==> config.mk <==
export PLATFORM = sky130hd
export DESIGN_NAME = rtpt_top
export DESIGN_NICKNAME = d
export VERILOG_FILES = /design/src/rtpt_pkg.sv /design/src/rtpt_top.sv
export VERILOG_INCLUDE_DIRS = /design/src /design/src/src
export SDC_FILE = /design/constraint.sdc
export NUM_CORES = 1
export LEC_CHECK = 0
export ABC_AREA = 1
export BUFFER_PORTS_ARGS = -buffer_cell sky130_fd_sc_hd__buf_2
export CAP_MARGIN = 15
export CELL_PAD_IN_SITES_DETAIL_PLACEMENT = 1
export CELL_PAD_IN_SITES_GLOBAL_PLACEMENT = 2
export CORE_MARGIN = 5
export CORE_UTILIZATION = 31
export CTS_CLUSTER_SIZE = 24
export DETAILED_ROUTE_END_ITERATION = 7
export GPL_TIMING_DRIVEN = 0
export HOLD_SLACK_MARGIN = 0.02
export PLACE_DENSITY = 0.76
export REMOVE_ABC_BUFFERS = 1
export SETUP_SLACK_MARGIN = 0.05
export SYNTH_ARGS = -nofsm -noshare
export SYNTH_HDL_FRONTEND = slang
export SYNTH_SLANG_ARGS = --single-unit
==> constraint.sdc <==
create_clock -name core_clk -period 1.25 [get_ports core_clk]
set_input_delay 0.25 -clock core_clk [delete_from_list [all_inputs] [get_ports core_clk]]
set_output_delay 0.25 -clock core_clk [all_outputs]
set_load 0.01 [all_outputs]
==> src/rtpt_regs.svh <==
`ifndef RTPT_REGS_SVH
`define RTPT_REGS_SVH
// Register offsets
`define RTPT_OFS_PHASE 8'h1E
`define RTPT_OFS_GAIN 8'h1F
`define RTPT_OFS_SLEEP 8'h20
`define RTPT_OFS_DACPMP 8'h21
`define RTPT_OFS_LOOPVCO 8'h22
`define RTPT_OFS_VCOCUR 8'h23
`define RTPT_OFS_PMPMIX 8'h24
`define RTPT_OFS_ADCTST 8'h25
// Reset values
`define RTPT_RST_PHASE 8'h00
`define RTPT_RST_GAIN 8'h00
`define RTPT_RST_SLEEP 8'h00
`define RTPT_RST_DACPMP 8'h4D
`define RTPT_RST_LOOPVCO 8'h10
`define RTPT_RST_VCOCUR 8'h06
`define RTPT_RST_PMPMIX 8'h00
`define RTPT_RST_ADCTST 8'h40
// Field positions
`define RTPT_BIT_LOOP_OPEN 7
`define RTPT_BIT_PUMP_FORCE 6
`define RTPT_BIT_BAND_FORCE 5
`define RTPT_BIT_MANUAL_CAL 7
`define RTPT_BIT_CUR_FORCE 6
`define RTPT_BIT_PUMP_OFF 7
`define RTPT_BIT_PUMP_UP 6
`define RTPT_BIT_PUMP_DN 5
`define RTPT_BIT_MIX_TEST 2
`define RTPT_BIT_FILT_TEST 1
`define RTPT_BIT_CONV_TEST 0
`define RTPT_BIT_FCOMP 7
`define RTPT_BIT_DITHER 6
`define RTPT_BIT_ADC_OUT 5
`define RTPT_BIT_CHOP_OFF 4
`define RTPT_BIT_SHAPE_OFF 3
`define RTPT_BIT_ROT_OFF 2
`define RTPT_MODE_MANUAL 2'h2
`endif

==> src/rtpt_pkg.sv <==
package rtpt_pkg;
  // Analog override bundle
  typedef struct packed {
    logic loop_open;
    logic [3:0] cal_dac;
    logic [3:0] pump_current;
    logic [4:0] osc_band;
    logic [5:0] osc_current;
    logic pump_normal_off_bit;
    logic pump_force_up_bit;
    logic pump_force_down_bit;
    logic mixer_dc_test_bit;
    logic [1:0] mixer_forced_polarity;
    logic test_connect;
    logic analog_test_sleep;
    logic [2:0] test_mode;
  } rtpt_ana_s;
  // Calibration inputs
  typedef struct packed {
    logic [3:0] pump_current;
    logic [4:0] osc_band;
    logic [5:0] osc_current;
  } rtpt_cal_s;
  // Rotation selection
  typedef enum logic [1:0] {
    RTPT_ROT_FULL = 2'b00,
    RTPT_ROT_ALT = 2'b01,
    RTPT_ROT_HOLD = 2'b10,
    RTPT_ROT_PAIR = 2'b11
  } rtpt_rot_e;
endpackage

==> src/rtpt_top.sv <==
// Implementation choice: the strobed register port.
`timescale 1ns/10ps
`include "rtpt_regs.svh"
// How it works
// - Phase trim is signed, about +-6.2 degrees
// - Gain trim is signed, about +-1.16 dB
// - Sleep bits act only in mode 2
// - Sleep bits: amp down to converter order
// - Loop open drives DAC override field
// - Pump force selects forced pump current
// - Band force selects forced oscillator band
// - Current force applies unless manual cal
// - Falling force bit samples cal comparator, only while manual cal is set
// - Pump test bits are independent, reset zero
// - Mixer polarity: bit1 I, bit0 Q
// - Test connect routes interface nibble, else forced
// - Frequency comparator output gated by enable
// - Dither enable resets to one
// - ADC test output steers pins
// - Three ADC disable bits, reset zero
// - Rotation field picks input sequence
module rtpt_top (
  input wire logic core_clk,
  input wire logic rst_b,
  input wire logic [7:0] addr,
  input wire logic [7:0] wdata,
  input wire logic wr_stb,
  input wire logic rd_stb,
  output logic [7:0] rdata,
  input wire logic [1:0] sleep_mode_select,
  input wire logic [3:0] interface_nibble,
  input wire rtpt_pkg::rtpt_cal_s cal_in,
  input wire logic osc_cal_comparator,
  input wire logic freq_comp_raw,
  input wire logic adc_sample,
  input wire logic adc_clk,
  input wire logic lock_normal,
  input wire logic dio_normal,
  input wire logic data_clock_pin_normal,
  output logic signed [7:0] iq_phase_out,
  output logic signed [7:0] iq_gain_out,
  output logic [7:0] block_sleep,
  output rtpt_pkg::rtpt_ana_s ana,
  output logic osc_cal_result,
  output logic freq_comp_out,
  output logic dither_en,
  output logic lock_pin,
  output logic data_io_pin,
  output logic data_clock_pin,
  output logic integrator_chop_off_bit,
  output logic shaping_off,
  output logic common_mode_rotation_off_bit,
  output logic [1:0] adc_rot_pos
);

  // Register storage, one byte each
  logic [7:0] phase_q, gain_q, sleep_q, dacpmp_q, loopvco_q, vcocur_q, pmpmix_q, adctst_q;
  logic [7:0] rdata_q, rdata_d;
  // Synchronisers for the mode pins, three stages
  logic [1:0] mode_s1_q, mode_s2_q, mode_s3_q, mode_q;
  // Synchroniser for the cal comparator input only, three stages
  logic cmp_s1_q, cmp_s2_q, cmp_s3_q, cmp_q;
  // Previous force-bit value for edge detection
  logic cur_force_prev_q;
  // Rotation step counter
  logic [1:0] rot_step_q;
  logic [1:0] rot_pos_d;
  rtpt_pkg::rtpt_ana_s ana_d;
  logic [7:0] sleep_d;
  logic test_on;
  logic cal_fall;

  // Write decodes
  wire wr_phase = wr_stb && addr == `RTPT_OFS_PHASE;
  wire wr_gain = wr_stb && addr == `RTPT_OFS_GAIN;
  wire wr_sleep = wr_stb && addr == `RTPT_OFS_SLEEP;
  wire wr_dacpmp = wr_stb && addr == `RTPT_OFS_DACPMP;
  wire wr_loopvco = wr_stb && addr == `RTPT_OFS_LOOPVCO;
  wire wr_vcocur = wr_stb && addr == `RTPT_OFS_VCOCUR;
  wire wr_pmpmix = wr_stb && addr == `RTPT_OFS_PMPMIX;
  wire wr_adctst = wr_stb && addr == `RTPT_OFS_ADCTST;

  // Registers hold until rewritten
  always_ff @(posedge core_clk or negedge rst_b) begin
    if (!rst_b) begin
      phase_q <= `RTPT_RST_PHASE;
      gain_q <= `RTPT_RST_GAIN;
      sleep_q <= `RTPT_RST_SLEEP;
      dacpmp_q <= `RTPT_RST_DACPMP;
      loopvco_q <= `RTPT_RST_LOOPVCO;
      vcocur_q <= `RTPT_RST_VCOCUR;
      pmpmix_q <= `RTPT_RST_PMPMIX;
      adctst_q <= `RTPT_RST_ADCTST;
    end else begin
      if (wr_phase) phase_q <= wdata;
      if (wr_gain) gain_q <= wdata;
      if (wr_sleep) sleep_q <= wdata;
      if (wr_dacpmp) dacpmp_q <= wdata;
      if (wr_loopvco) loopvco_q <= wdata;
      if (wr_vcocur) vcocur_q <= wdata;
      if (wr_pmpmix) pmpmix_q <= wdata;
      if (wr_adctst) adctst_q <= wdata;
    end
  end

  // Read mux; unmapped addresses read zero
  always_comb begin
    case (addr)
      `RTPT_OFS_PHASE: rdata_d = phase_q;
      `RTPT_OFS_GAIN: rdata_d = gain_q;
      `RTPT_OFS_SLEEP: rdata_d = sleep_q;
      `RTPT_OFS_DACPMP: rdata_d = dacpmp_q;
      `RTPT_OFS_LOOPVCO: rdata_d = loopvco_q;
      `RTPT_OFS_VCOCUR: rdata_d = vcocur_q;
      `RTPT_OFS_PMPMIX: rdata_d = pmpmix_q;
      `RTPT_OFS_ADCTST: rdata_d = adctst_q;
      default: rdata_d = 8'h00;
    endcase
  end

  // Pin inputs cross in; change counts when stages 2 and 3 agree
  always_ff @(posedge core_clk or negedge rst_b) begin
    if (!rst_b) begin
      mode_s1_q <= 2'h0;
      mode_s2_q <= 2'h0;
      mode_s3_q <= 2'h0;
      mode_q <= 2'h0;
      cmp_s1_q <= 1'b0;
      cmp_s2_q <= 1'b0;
      cmp_s3_q <= 1'b0;
      cmp_q <= 1'b0;
    end else begin
      mode_s1_q <= sleep_mode_select;
      mode_s2_q <= mode_s1_q;
      mode_s3_q <= mode_s2_q;
      if (mode_s2_q == mode_s3_q) mode_q <= mode_s3_q;
      cmp_s1_q <= osc_cal_comparator;
      cmp_s2_q <= cmp_s1_q;
      cmp_s3_q <= cmp_s2_q;
      if (cmp_s2_q == cmp_s3_q) cmp_q <= cmp_s3_q;
    end
  end

  // Sleep bits gated by manual mode; bit order amp..converter
  assign sleep_d = (mode_q == `RTPT_MODE_MANUAL) ? sleep_q : 8'h00;

  // Manual calibration strobe falls: sample comparator
  assign cal_fall = vcocur_q[`RTPT_BIT_MANUAL_CAL] && cur_force_prev_q
                    && !vcocur_q[`RTPT_BIT_CUR_FORCE];

  assign test_on = pmpmix_q[`RTPT_BIT_FILT_TEST] || pmpmix_q[`RTPT_BIT_CONV_TEST];

  // Analog override selection
  always_comb begin
    ana_d.loop_open = loopvco_q[`RTPT_BIT_LOOP_OPEN];
    ana_d.cal_dac = dacpmp_q[7:4];
    ana_d.pump_current = loopvco_q[`RTPT_BIT_PUMP_FORCE] ? dacpmp_q[3:0] : cal_in.pump_current;
    ana_d.osc_band = loopvco_q[`RTPT_BIT_BAND_FORCE] ? loopvco_q[4:0] : cal_in.osc_band;
    // Manual calibration reuses the force bit as a clock, so no override then
    ana_d.osc_current = (vcocur_q[`RTPT_BIT_CUR_FORCE] && !vcocur_q[`RTPT_BIT_MANUAL_CAL])
                        ? vcocur_q[5:0] : cal_in.osc_current;
    ana_d.pump_normal_off_bit = pmpmix_q[`RTPT_BIT_PUMP_OFF];
    ana_d.pump_force_up_bit = pmpmix_q[`RTPT_BIT_PUMP_UP];
    ana_d.pump_force_down_bit = pmpmix_q[`RTPT_BIT_PUMP_DN];
    ana_d.mixer_dc_test_bit = pmpmix_q[`RTPT_BIT_MIX_TEST];
    ana_d.mixer_forced_polarity = pmpmix_q[4:3];
    ana_d.test_connect = test_on;
    ana_d.analog_test_sleep = test_on ? interface_nibble[3] : 1'b1;
    ana_d.test_mode = test_on ? interface_nibble[2:0] : {1'b1, interface_nibble[1:0]};
  end

  // Rotation position per selected pattern
  always_comb begin
    case (rtpt_pkg::rtpt_rot_e'(adctst_q[1:0]))
      rtpt_pkg::RTPT_ROT_FULL: rot_pos_d = rot_step_q;
      rtpt_pkg::RTPT_ROT_ALT: begin
        case (rot_step_q)
          2'h0: rot_pos_d = 2'b00;
          2'h1: rot_pos_d = 2'b10;
          2'h2: rot_pos_d = 2'b11;
          default: rot_pos_d = 2'b01;
        endcase
      end
      rtpt_pkg::RTPT_ROT_HOLD: rot_pos_d = 2'b00;
      rtpt_pkg::RTPT_ROT_PAIR: rot_pos_d = rot_step_q[0] ? 2'b10 : 2'b00;
      default: rot_pos_d = 2'b00;
    endcase
  end

  // Output registers
  always_ff @(posedge core_clk or negedge rst_b) begin
    if (!rst_b) begin
      rdata_q <= 8'h00;
      cur_force_prev_q <= 1'b0;
      osc_cal_result <= 1'b0;
      rot_step_q <= 2'h0;
      adc_rot_pos <= 2'h0;
      iq_phase_out <= 8'sh00;
      iq_gain_out <= 8'sh00;
      block_sleep <= 8'h00;
      ana <= '0;
      freq_comp_out <= 1'b0;
      dither_en <= 1'b1;
      lock_pin <= 1'b0;
      data_io_pin <= 1'b0;
      data_clock_pin <= 1'b0;
      integrator_chop_off_bit <= 1'b0;
      shaping_off <= 1'b0;
      common_mode_rotation_off_bit <= 1'b0;
    end else begin
      rdata_q <= rd_stb ? rdata_d : 8'h00;
      cur_force_prev_q <= vcocur_q[`RTPT_BIT_CUR_FORCE];
      if (cal_fall) osc_cal_result <= cmp_q;
      // Rotation advances each clock; freezes when disabled
      if (!adctst_q[`RTPT_BIT_ROT_OFF]) rot_step_q <= rot_step_q + 2'h1;
      adc_rot_pos <= rot_pos_d;
      iq_phase_out <= $signed(phase_q);
      iq_gain_out <= $signed(gain_q);
      block_sleep <= sleep_d;
      ana <= ana_d;
      freq_comp_out <= adctst_q[`RTPT_BIT_FCOMP] && freq_comp_raw;
      dither_en <= adctst_q[`RTPT_BIT_DITHER];
      // ADC sample and ADC clock steer the pins in test mode, one cycle latency
      lock_pin <= adctst_q[`RTPT_BIT_ADC_OUT] ? adc_sample : lock_normal;
      data_io_pin <= adctst_q[`RTPT_BIT_ADC_OUT] ? adc_sample : dio_normal;
      data_clock_pin <= adctst_q[`RTPT_BIT_ADC_OUT] ? adc_clk : data_clock_pin_normal;
      integrator_chop_off_bit <= adctst_q[`RTPT_BIT_CHOP_OFF];
      shaping_off <= adctst_q[`RTPT_BIT_SHAPE_OFF];
      common_mode_rotation_off_bit <= adctst_q[`RTPT_BIT_ROT_OFF];
    end
  end

  assign rdata = rdata_q;
endmodule

# Word level (Yosys, flattened, before mapping)
# Cells that the tools add are included.
totals:
  inputBits: 48
  elab_cells: 93
  reg_bits: 153
  out_inout_bits: 74
classes:
  mux: 14
  eq_ne: 16
  n_reduce_logical: 17
  add_sub_neg: 1
op_table:
  columns: ["operator", "n"]
  rows:
  - ["case mux 8 bit (8 select lines)", 1]
  - ["equality test 8 x 6 -> 1 bit, second input constant", 6]
  - ["equality test 8 x 5 -> 1 bit, second input constant", 2]
  - ["2-to-1 mux 8 bit", 2]
  - ["logical AND 1 bit", 12]
  - ["equality test 2 bit, second input constant", 4]
  - ["case mux 2 bit (4 select lines)", 1]
  - ["2-to-1 mux 6 bit", 1]
  - ["case mux 2 bit (3 select lines)", 1]
  - ["2-to-1 mux 5 bit", 1]
  - ["equality test 2 x 1 -> 1 bit, second input constant", 2]
  - ["logical NOT 2 bit", 2]
  - ["2-to-1 mux 1 bit", 4]
  - ["2-to-1 mux 4 bit", 1]
  - ["2-to-1 mux 3 bit", 1]
  - ["adder 2 x 1 -> 2 bit, second input constant", 1]
  - ["equality test 2 bit", 1]
  - ["logical NOT 1 bit", 2]
  - ["2-to-1 mux 2 bit", 1]
  - ["equality test 1 bit", 1]
  - ["logical OR 1 bit", 1]

# Depth between registers and ports, before layout
# Gate-level depths: netlist of run 1.
depth:
  depth_word: 3
  mapped_depth: 9
  mapped_depth_nobuf: 7

# Least setup slack after synthesis of run 1
# OpenSTA, ideal clock, no wires.
synth_timing:
  kind: "register to register"
  start: "reg vcocur_q[7]"
  end: "reg ana[11] (netlist bit)"
  n_path_buf: 1
  t_arrival_ps: 1098
  t_required_ps: 1125
  stages_incl_launch_ff: 4
  slack_ps: 27
  setup_ps: 125
  synth_period_minus_slack_ps: 1223
  path_cell_list: "dfrtp_1 -> or2_2 -> clkbuf_1 -> mux2_2"
synth_rtl:
  columns: ["item", "line_no", "text"]
  rows:
  - ["from (decl)", "rtpt_top.sv:57", "logic [7:0] phase_q, gain_q, sleep_q, dacpmp_q, loopvco_q, vcocur_q, pmpmix_q, adctst_q;"]
  - ["from (signal assigned)", "rtpt_top.sv:91", "vcocur_q <= `RTPT_RST_VCOCUR;"]
  - ["from (signal assigned)", "rtpt_top.sv:100", "if (wr_vcocur) vcocur_q <= wdata;"]
  - ["to (signal assigned)", "rtpt_top.sv:220", "ana <= ana_d;"]
  - ["to (decl)", "rtpt_top.sv:43", "output rtpt_pkg::rtpt_ana_s ana,"]

# Worst setup path after layout of run 1
layout_timing:
  start: "reg dither_en"
  end: "out dither_en"
layout_rtl:
  columns: ["item", "line_no", "text"]
  rows:
  - ["from (decl)", "rtpt_top.sv:46", "output logic dither_en,"]
  - ["from (signal assigned)", "rtpt_top.sv:222", "dither_en <= adctst_q[`RTPT_BIT_DITHER];"]
# No word-level cell between the ends.

==> impl_metrics.tcl, run 1 <==
set metrics [dict create \
    final_layout_size_suffix_gt1_share_pct 31.9 \
    synth_seq_cells 153 \
    wl_per_cell_um 17.7 \
    placedInstanceArea_mm2 0.00687 \
    grt_start_max_net_pins 83 \
    ctsHtreeMaxLevel 4 \
    vias 4658 \
    synth_ff_type "dfrtp_1" \
    power_density_mw_per_mm2 1530 \
    cp_cell_sequence "buf_6" \
    initial_utilization_pct 31.2 \
    setup_violations 1 \
    synth_common_cells "dfrtp_1 (144), nand2_1 (124), nand3_1 (65)" \
    crit_fanout 1 \
    cp.required_ps 1000 \
    avgSynthCellArea_um2 10.7 \
    cap_violations 0 \
    drcViolationCount 0 \
    cp.depth 1 \
    dr.pass1.iters 4 \
    endpoint_kind "primary output" \
    fmaxAchievable_ghz 0.777 \
    num_antenna_cells 0 \
    max-slew-margin-rel_pct 54.4 \
    failed_checks "hold timing, setup timing" \
    synth_enable_flop_cells 0 \
    antenna_found_initial 2 \
    rsz0062_at_grt "yes" \
    power_leakage_nw 3.94 \
    ys_seq_area_share_pct 63.6 \
    place.gp.congestion 0.833 \
    pre_cts_slack_ps -783 \
    cp_slowest_cell "dfstp_2" \
    synth_area_mm2 0.00604 \
    reg2reg_to "ana[11]" \
    clk_latency_ps 420 \
    postCtsHoldBufs 10 \
    r2r_slack_ps 110 \
    outcome "complete, but fails checks" \
    nNetsFinal 780 \
    io_pins 122 \
    track_usage_pct 16.5 \
    finalWorstSetupSlack_ps -36.7 \
    comb_power_share_pct 9.9 \
    die_w_um 150 \
    synth_area_leaders "dfrtp_1 (60%), nand2_1 (7.7%), nand3_1 (5.4%)" \
    holdWs_ps -155 \
    crit_family "flip-flops" \
    yosysMostFrequentCell "dfrtp_1" \
    numCtsBuffers 17 \
    yosysUniqueCellTypes 29 \
    crit_end "dither_en" \
    clockRootBuffer "clkbuf_16" \
    p_int_w 0.00954 \
    hold_viol 65 \
    reg2reg_from "vcocur_q[7]" \
    skew_ps 6.37 \
    drt_iter0_markers 225 \
    cts_sinks 153 \
    critPathArrivalTime_ps 1040 \
    tns_ps -36.7 \
    fin_crit_ps 1290 \
    finalCritPeriodShare_pct 103 \
    start_kind "flip-flop" \
    pwr-share-seq_pct 45.1 \
    worstHoldPathType "primary input to asynchronous set/reset pin" \
    overflow 0 \
    die_h_um 150 \
    drv_slew 0 \
    routed_wl_mm 17.8 \
    max-vdd-ir-drop_mv 0.934 \
    switchingPower_w 0.00288 \
    path_clk_slew_ps 60 \
    finish.instance_area_mm2 0.00809 \
    cts_tree "built" \
    tightestPinTransition_ps 683 \
    grt_pass1_vias 5134 \
    synth_cells 566 \
    crit_buf_inv 1 \
    via_per_inst 4.62 \
    fin_util_pct 41.9 \
    reg2reg_depth 2 \
    finalPower_w 0.0124 \
    startpoint "dither_en" \
    async_flop_share_pct 100 \
    cp_slowest_stage_delay_ps 530 \
    core_mm2 0.0193 \
    num_rows 51 \
    numPortBuffers 121 \
    synth_warnings 0 \
    synth_top_area_share_pct 59.7 \
    area_growth_pct 34.0 \
    grt_pass1_wl_mm 27.9 \
    path_class "flip-flop to primary output" \
    yosys.area.top_type "dfrtp_1" \
    die-area_mm2 0.0224 \
    final_antenna_net_count 0 \
    p_sw_share_pct 23.2 \
    hpwl_mm 11.7 \
    clkPwrFrac_pct 45.0 \
    clk_path_buf_depth 2 \
]
## registers in the layout, summed over array words and instances (netlist names), 8 cells and up
signal and cells:
gain_q 8, iq_gain_out 8, pmpmix_q 8, sleep_q 8, block_sleep 8, rdata 8
iq_phase_out 8, loopvco_q 8, adctst_q 8, dacpmp_q 8, ana 31, phase_q 8
vcocur_q 8
## through the flow
stage	cells	hold WS [ps]
floorplan	550	-45.6
global placement	936	335
detailed placement	937	312
CTS	998	-141
global route	1008	-108
finish	1008	-155
## power by group through the flow
stage / Combinational [W] / Clock [W] / Sequential [W]
2_1_floorplan: 0.000438 / 0 / 0.00572
3_3_place_gp: 0.00100 / 0 / 0.00567
3_5_place_dp: 0.00107 / 0 / 0.00569
4_1_cts: 0.00118 / 0.00573 / 0.00560
5_1_grt: 0.00137 / 0.00598 / 0.00565
6_report: 0.00123 / 0.00559 / 0.00560
## per-layer routing
| metal | track usage (%) | vias up | wire, um |
|---|---|---|---|
| met3 | 4.66 | 17 | 1040 |
| li1 | - | 2170 | - |
| met2 | 26.6 | 106 | 8750 |
| met4 | 5.40 | 4 | 207 |
| met1 | 21.6 | 2361 | 7810 |
| met5 | 0 | - | 21 |
## layout by cell type, fill, tap and decap left out, types with 5 or more instances in the layout
| master | Yosys | final |
|---|---|---|
| a21oi_1 | 9 | 6 |
| buf_12 | 0 | 9 |
| buf_2 | 4 | 104 |
| buf_4 | 0 | 16 |
| buf_6 | 10 | 17 |
| bufinv_16 | 0 | 5 |
| clkbuf_1 | 2 | 5 |
| clkbuf_16 | 0 | 17 |
| dfrtp_1 | 144 | 144 |
| dfstp_2 | 9 | 9 |
| dlygate4sd3_1 | 0 | 10 |
| inv_1 | 45 | 44 |
| inv_2 | 4 | 5 |
| mux2_2 | 7 | 7 |
| nand2_1 | 124 | 124 |
| nand2_2 | 12 | 10 |
| nand3_1 | 65 | 65 |
| nor2_1 | 26 | 26 |
| nor2_4 | 15 | 19 |
| o21a_1 | 33 | 33 |
| o21ai_0 | 31 | 30 |
| o21ai_1 | 11 | 12 |
## how the worst min path moves through the flow
stage / end / startpoint
detailed placement: ana[1] / rst_b
global route: ana[0] / rst_b
finish: ana[1] / rst_b
global placement: cmp_s2_q / cmp_s1_q
CTS: ana[1] / rst_b
floorplan: adc_rot_pos[0] / rst_b
## timing repair
item                       CTS  global route
resized for setup            5            22
pin swaps                    7            10
setup buffers               16             9
hold endpoints to repair    75            65
setup endpoints to repair   87           100
gates cloned                 3             1
## cell type report
| class | count | area [um2] |
|---|---|---|
| fill | 2172 | 11200 |
| sequential | 153 | 3840 |
| multi-input combinational | 352 | 1960 |
| timing repair buffer | 157 | 1140 |
| clock buffer | 24 | 472 |
| tap | 265 | 332 |
| inverter | 49 | 184 |
| clock inverter | 8 | 169 |
## cell families after synthesis
family | count (synthesis) | share of synthesized area (%)
mux | 7 | 1.31
flops | 153 | 63.6
buf+inv | 65 | 5.37
xor+xnor | 2 | 0.290
simple gates | 247 | 19.8
fa+ha+maj | 3 | 0.580
compound gates | 89 | 9.03
Power figures use the tool's default switching activity.
==> inputs of run 2 (changes only) <==
- ABC_AREA: 1 -> 0
- CELL_PAD_IN_SITES_DETAIL_PLACEMENT: 1 -> not set
- CELL_PAD_IN_SITES_GLOBAL_PLACEMENT: 2 -> not set
- CORE_UTILIZATION: 31 -> 40
- PLACE_DENSITY: 0.76 -> 0.65
==> run 2 against run 1 <==
The flow still finishes with violations (hold timing, setup timing). Hold slack worse by 10 ps. Sequential share of layout area up 2.1 points. First-iteration DRC count is 22% lower. Maximum frequency shrank 10%. Largest cell class unchanged. Largest power group unchanged.
==> impl_metrics.tcl, run 2 <==
set metrics [dict create \
    outcome "complete, but fails checks" \
    failed_checks "hold timing, setup timing" \
    crit_buf_inv 1 \
    synth_cells 383 \
    synth_ff_type "dfrtp_1" \
    skew_ps 3.60 \
    wl_per_cell_um 18.8 \
    startpoint "addr[6]" \
    pwr-share-seq_pct 45.7 \
    num_rows 44 \
    holdWs_ps -165 \
    overflow 0 \
    cp_slowest_stage_delay_ps 510 \
    clk_path_buf_depth 2 \
    max-vdd-ir-drop_mv 0.977 \
    routed_wl_mm 13.7 \
    io_pins 122 \
    tightestPinTransition_ps 705 \
    crit_fanout 8 \
    ys_seq_area_share_pct 66.1 \
    synth_common_cells "dfrtp_1 (144), mux2_2 (81), mux2i_1 (23)" \
    crit_family "simple AND/OR/NAND/NOR gates" \
    die_w_um 131 \
    cts_sinks 153 \
    layout.cells.non_filler 732 \
    final_common_cell "dfrtp_1" \
    cap_violations 0 \
    via_per_inst 4.98 \
    synth_seq_cells 153 \
    finalCritPeriodShare_pct 115 \
    comb_power_share_pct 9.2 \
    reg2reg_depth 4 \
    grt_pass1_wl_mm 21.3 \
    drv_slew 0 \
    antenna_found_initial 0 \
    path_clk_slew_ps 60 \
    die-area_mm2 0.0170 \
    die_h_um 131 \
    drt_iter0_markers 176 \
    avgSynthCellArea_um2 15.2 \
    cp_slowest_cell "or4_4" \
    clockRootBuffer "clkbuf_16" \
    mostFrequentLayoutCells "dfrtp_1 (143), buf_2 (109), mux2_2 (49), mux2_4 (33), mux2i_1 (23)" \
    yosys.area.top_type "dfrtp_1" \
    synth_enable_flop_cells 0 \
    start_kind "primary input" \
    synth_warnings 0 \
    fin_crit_ps 1440 \
    cp.required_ps 1550 \
    reg2reg_to "rdata[6]" \
    grt_pass1_vias 3901 \
    initial_utilization_pct 40.5 \
    p_int_w 0.00920 \
    worstHoldPathType "primary input to asynchronous set/reset pin" \
    r2r_slack_ps -20 \
    numCtsBuffers 17 \
    nNetsFinal 585 \
    power_density_mw_per_mm2 1530 \
    yosysMostFrequentCell "dfrtp_1" \
    finalWorstSetupSlack_ps -187 \
    final_antenna_net_count 0 \
    numPortBuffers 121 \
    regMostFlops "ana" \
    fin_util_pct 54.0 \
    fmaxAchievable_ghz 0.696 \
    cp_cell_sequence "buf_8, or2_4, or4_4, nor2_8, mux2_4" \
    switchingPower_w 0.00267 \
    drcViolationCount 0 \
    setup_violations 73 \
    largest_register_ffs 31 \
    power_leakage_nw 3.86 \
    place.gp.congestion 0.799 \
    postCtsHoldBufs 5 \
    pre_cts_slack_ps -1180 \
    clk_latency_ps 420 \
    reg2reg_from "vcocur_q[6]" \
    nFillCells 1197 \
    clkPwrFrac_pct 45.1 \
    async_flop_share_pct 100 \
    placed_cells 676 \
    dr.pass1.iters 4 \
    num_antenna_cells 0 \
    grt_start_max_net_pins 79 \
    ctsHtreeMaxLevel 4 \
    cts_tree "built" \
    synth_area_mm2 0.00581 \
    critPathArrivalTime_ps 1740 \
    endpoint_kind "flip-flop" \
    synth_top_area_share_pct 62.0 \
    hpwl_mm 8.90 \
    path_class "primary input to flip-flop" \
    yosysUniqueCellTypes 44 \
    max-slew-margin-rel_pct 53.0 \
    vias 3643 \
    synth_area_leaders "dfrtp_1 (62%), mux2_2 (16%), dfstp_2 (4.1%)" \
    hold_viol 75 \
    p_sw_share_pct 22.5 \
    area_growth_pct 33.5 \
    track_usage_pct 16.9 \
    final_layout_size_suffix_gt1_share_pct 52.9 \
    rsz0062_at_grt "yes" \
    core_mm2 0.0144 \
]
==> run 2: layout make-up <==
| cell class | instances | area, um2 | share of cell area, % |
|---|---|---|---|
| inverters | 10 | 37.5 | 0.484 |
| repair buffers | 146 | 945 | 12.2 |
| clock inverters | 9 | 149 | 1.92 |
| clock buffers | 23 | 468 | 6.03 |
| flip-flops and latches | 153 | 3840 | 49.5 |
| multi-input cells | 207 | 2090 | 26.9 |
| well taps | 184 | 230 | 2.97 |
==> run 2: logic make-up after synthesis <==
logic type                 Yosys count  synth area share (%)
DFF                                153                  66.1
xor gates and xnor gates             3                 0.452
AOI/OAI and AO/OA                   42                  4.67
adders and majority gates            3                 0.603
muxes                              105                  19.8
and+or+nand+nor                     54                  6.61
buffers and inverters               23                  1.76
==> run 2: routing by layer <==
metal / wire length, um / track usage, %
met1: 5960 / 21.8
met2: 6750 / 27.3
met3: 756 / 4.31
met4: 275 / 6.78
met5: 0 / 0
==> run 2: repair_timing <==
action | 4_1_cts | 5_1_grt
buffers inserted | 18 | 1
pin swaps | 16 | 3
gates resized for setup | 66 | 15
setup endpoints to repair | 80 | 113
endpoints found under the hold margin | 80 | 75
==> run 2: power by group through the flow <==
stage               Clock (W)  Combinational, W  Sequential (W)
global route          0.00566           0.00120         0.00547
CTS                   0.00545           0.00108         0.00542
finish                0.00536           0.00109         0.00543
detailed placement          0          0.000936         0.00552
global placement            0          0.000861         0.00551
floorplan                   0          0.000388         0.00555
==> run 2: metrics by stage <==
| stage | TNS [ps] | instance area (um2) | total power, W |
|---|---|---|---|
| detailed placement | -70420 | 6620 | 0.00646 |
| global placement | -384140 | 6580 | 0.00637 |
| CTS | -4740 | 7690 | 0.0120 |
| finish | -6480 | 7760 | 0.0119 |
| floorplan | -32270 | 5750 | 0.00593 |
| global route | -9560 | 7760 | 0.0123 |
==> run 2: worst max path at each step <==
stage	cells after the start	to
floorplan	4	pmpmix_q[0]
global placement	1	adc_rot_pos[0]
detailed placement	5	pmpmix_q[4]
CTS	5	phase_q[4]
global route	5	phase_q[4]
finish	5	phase_q[4]
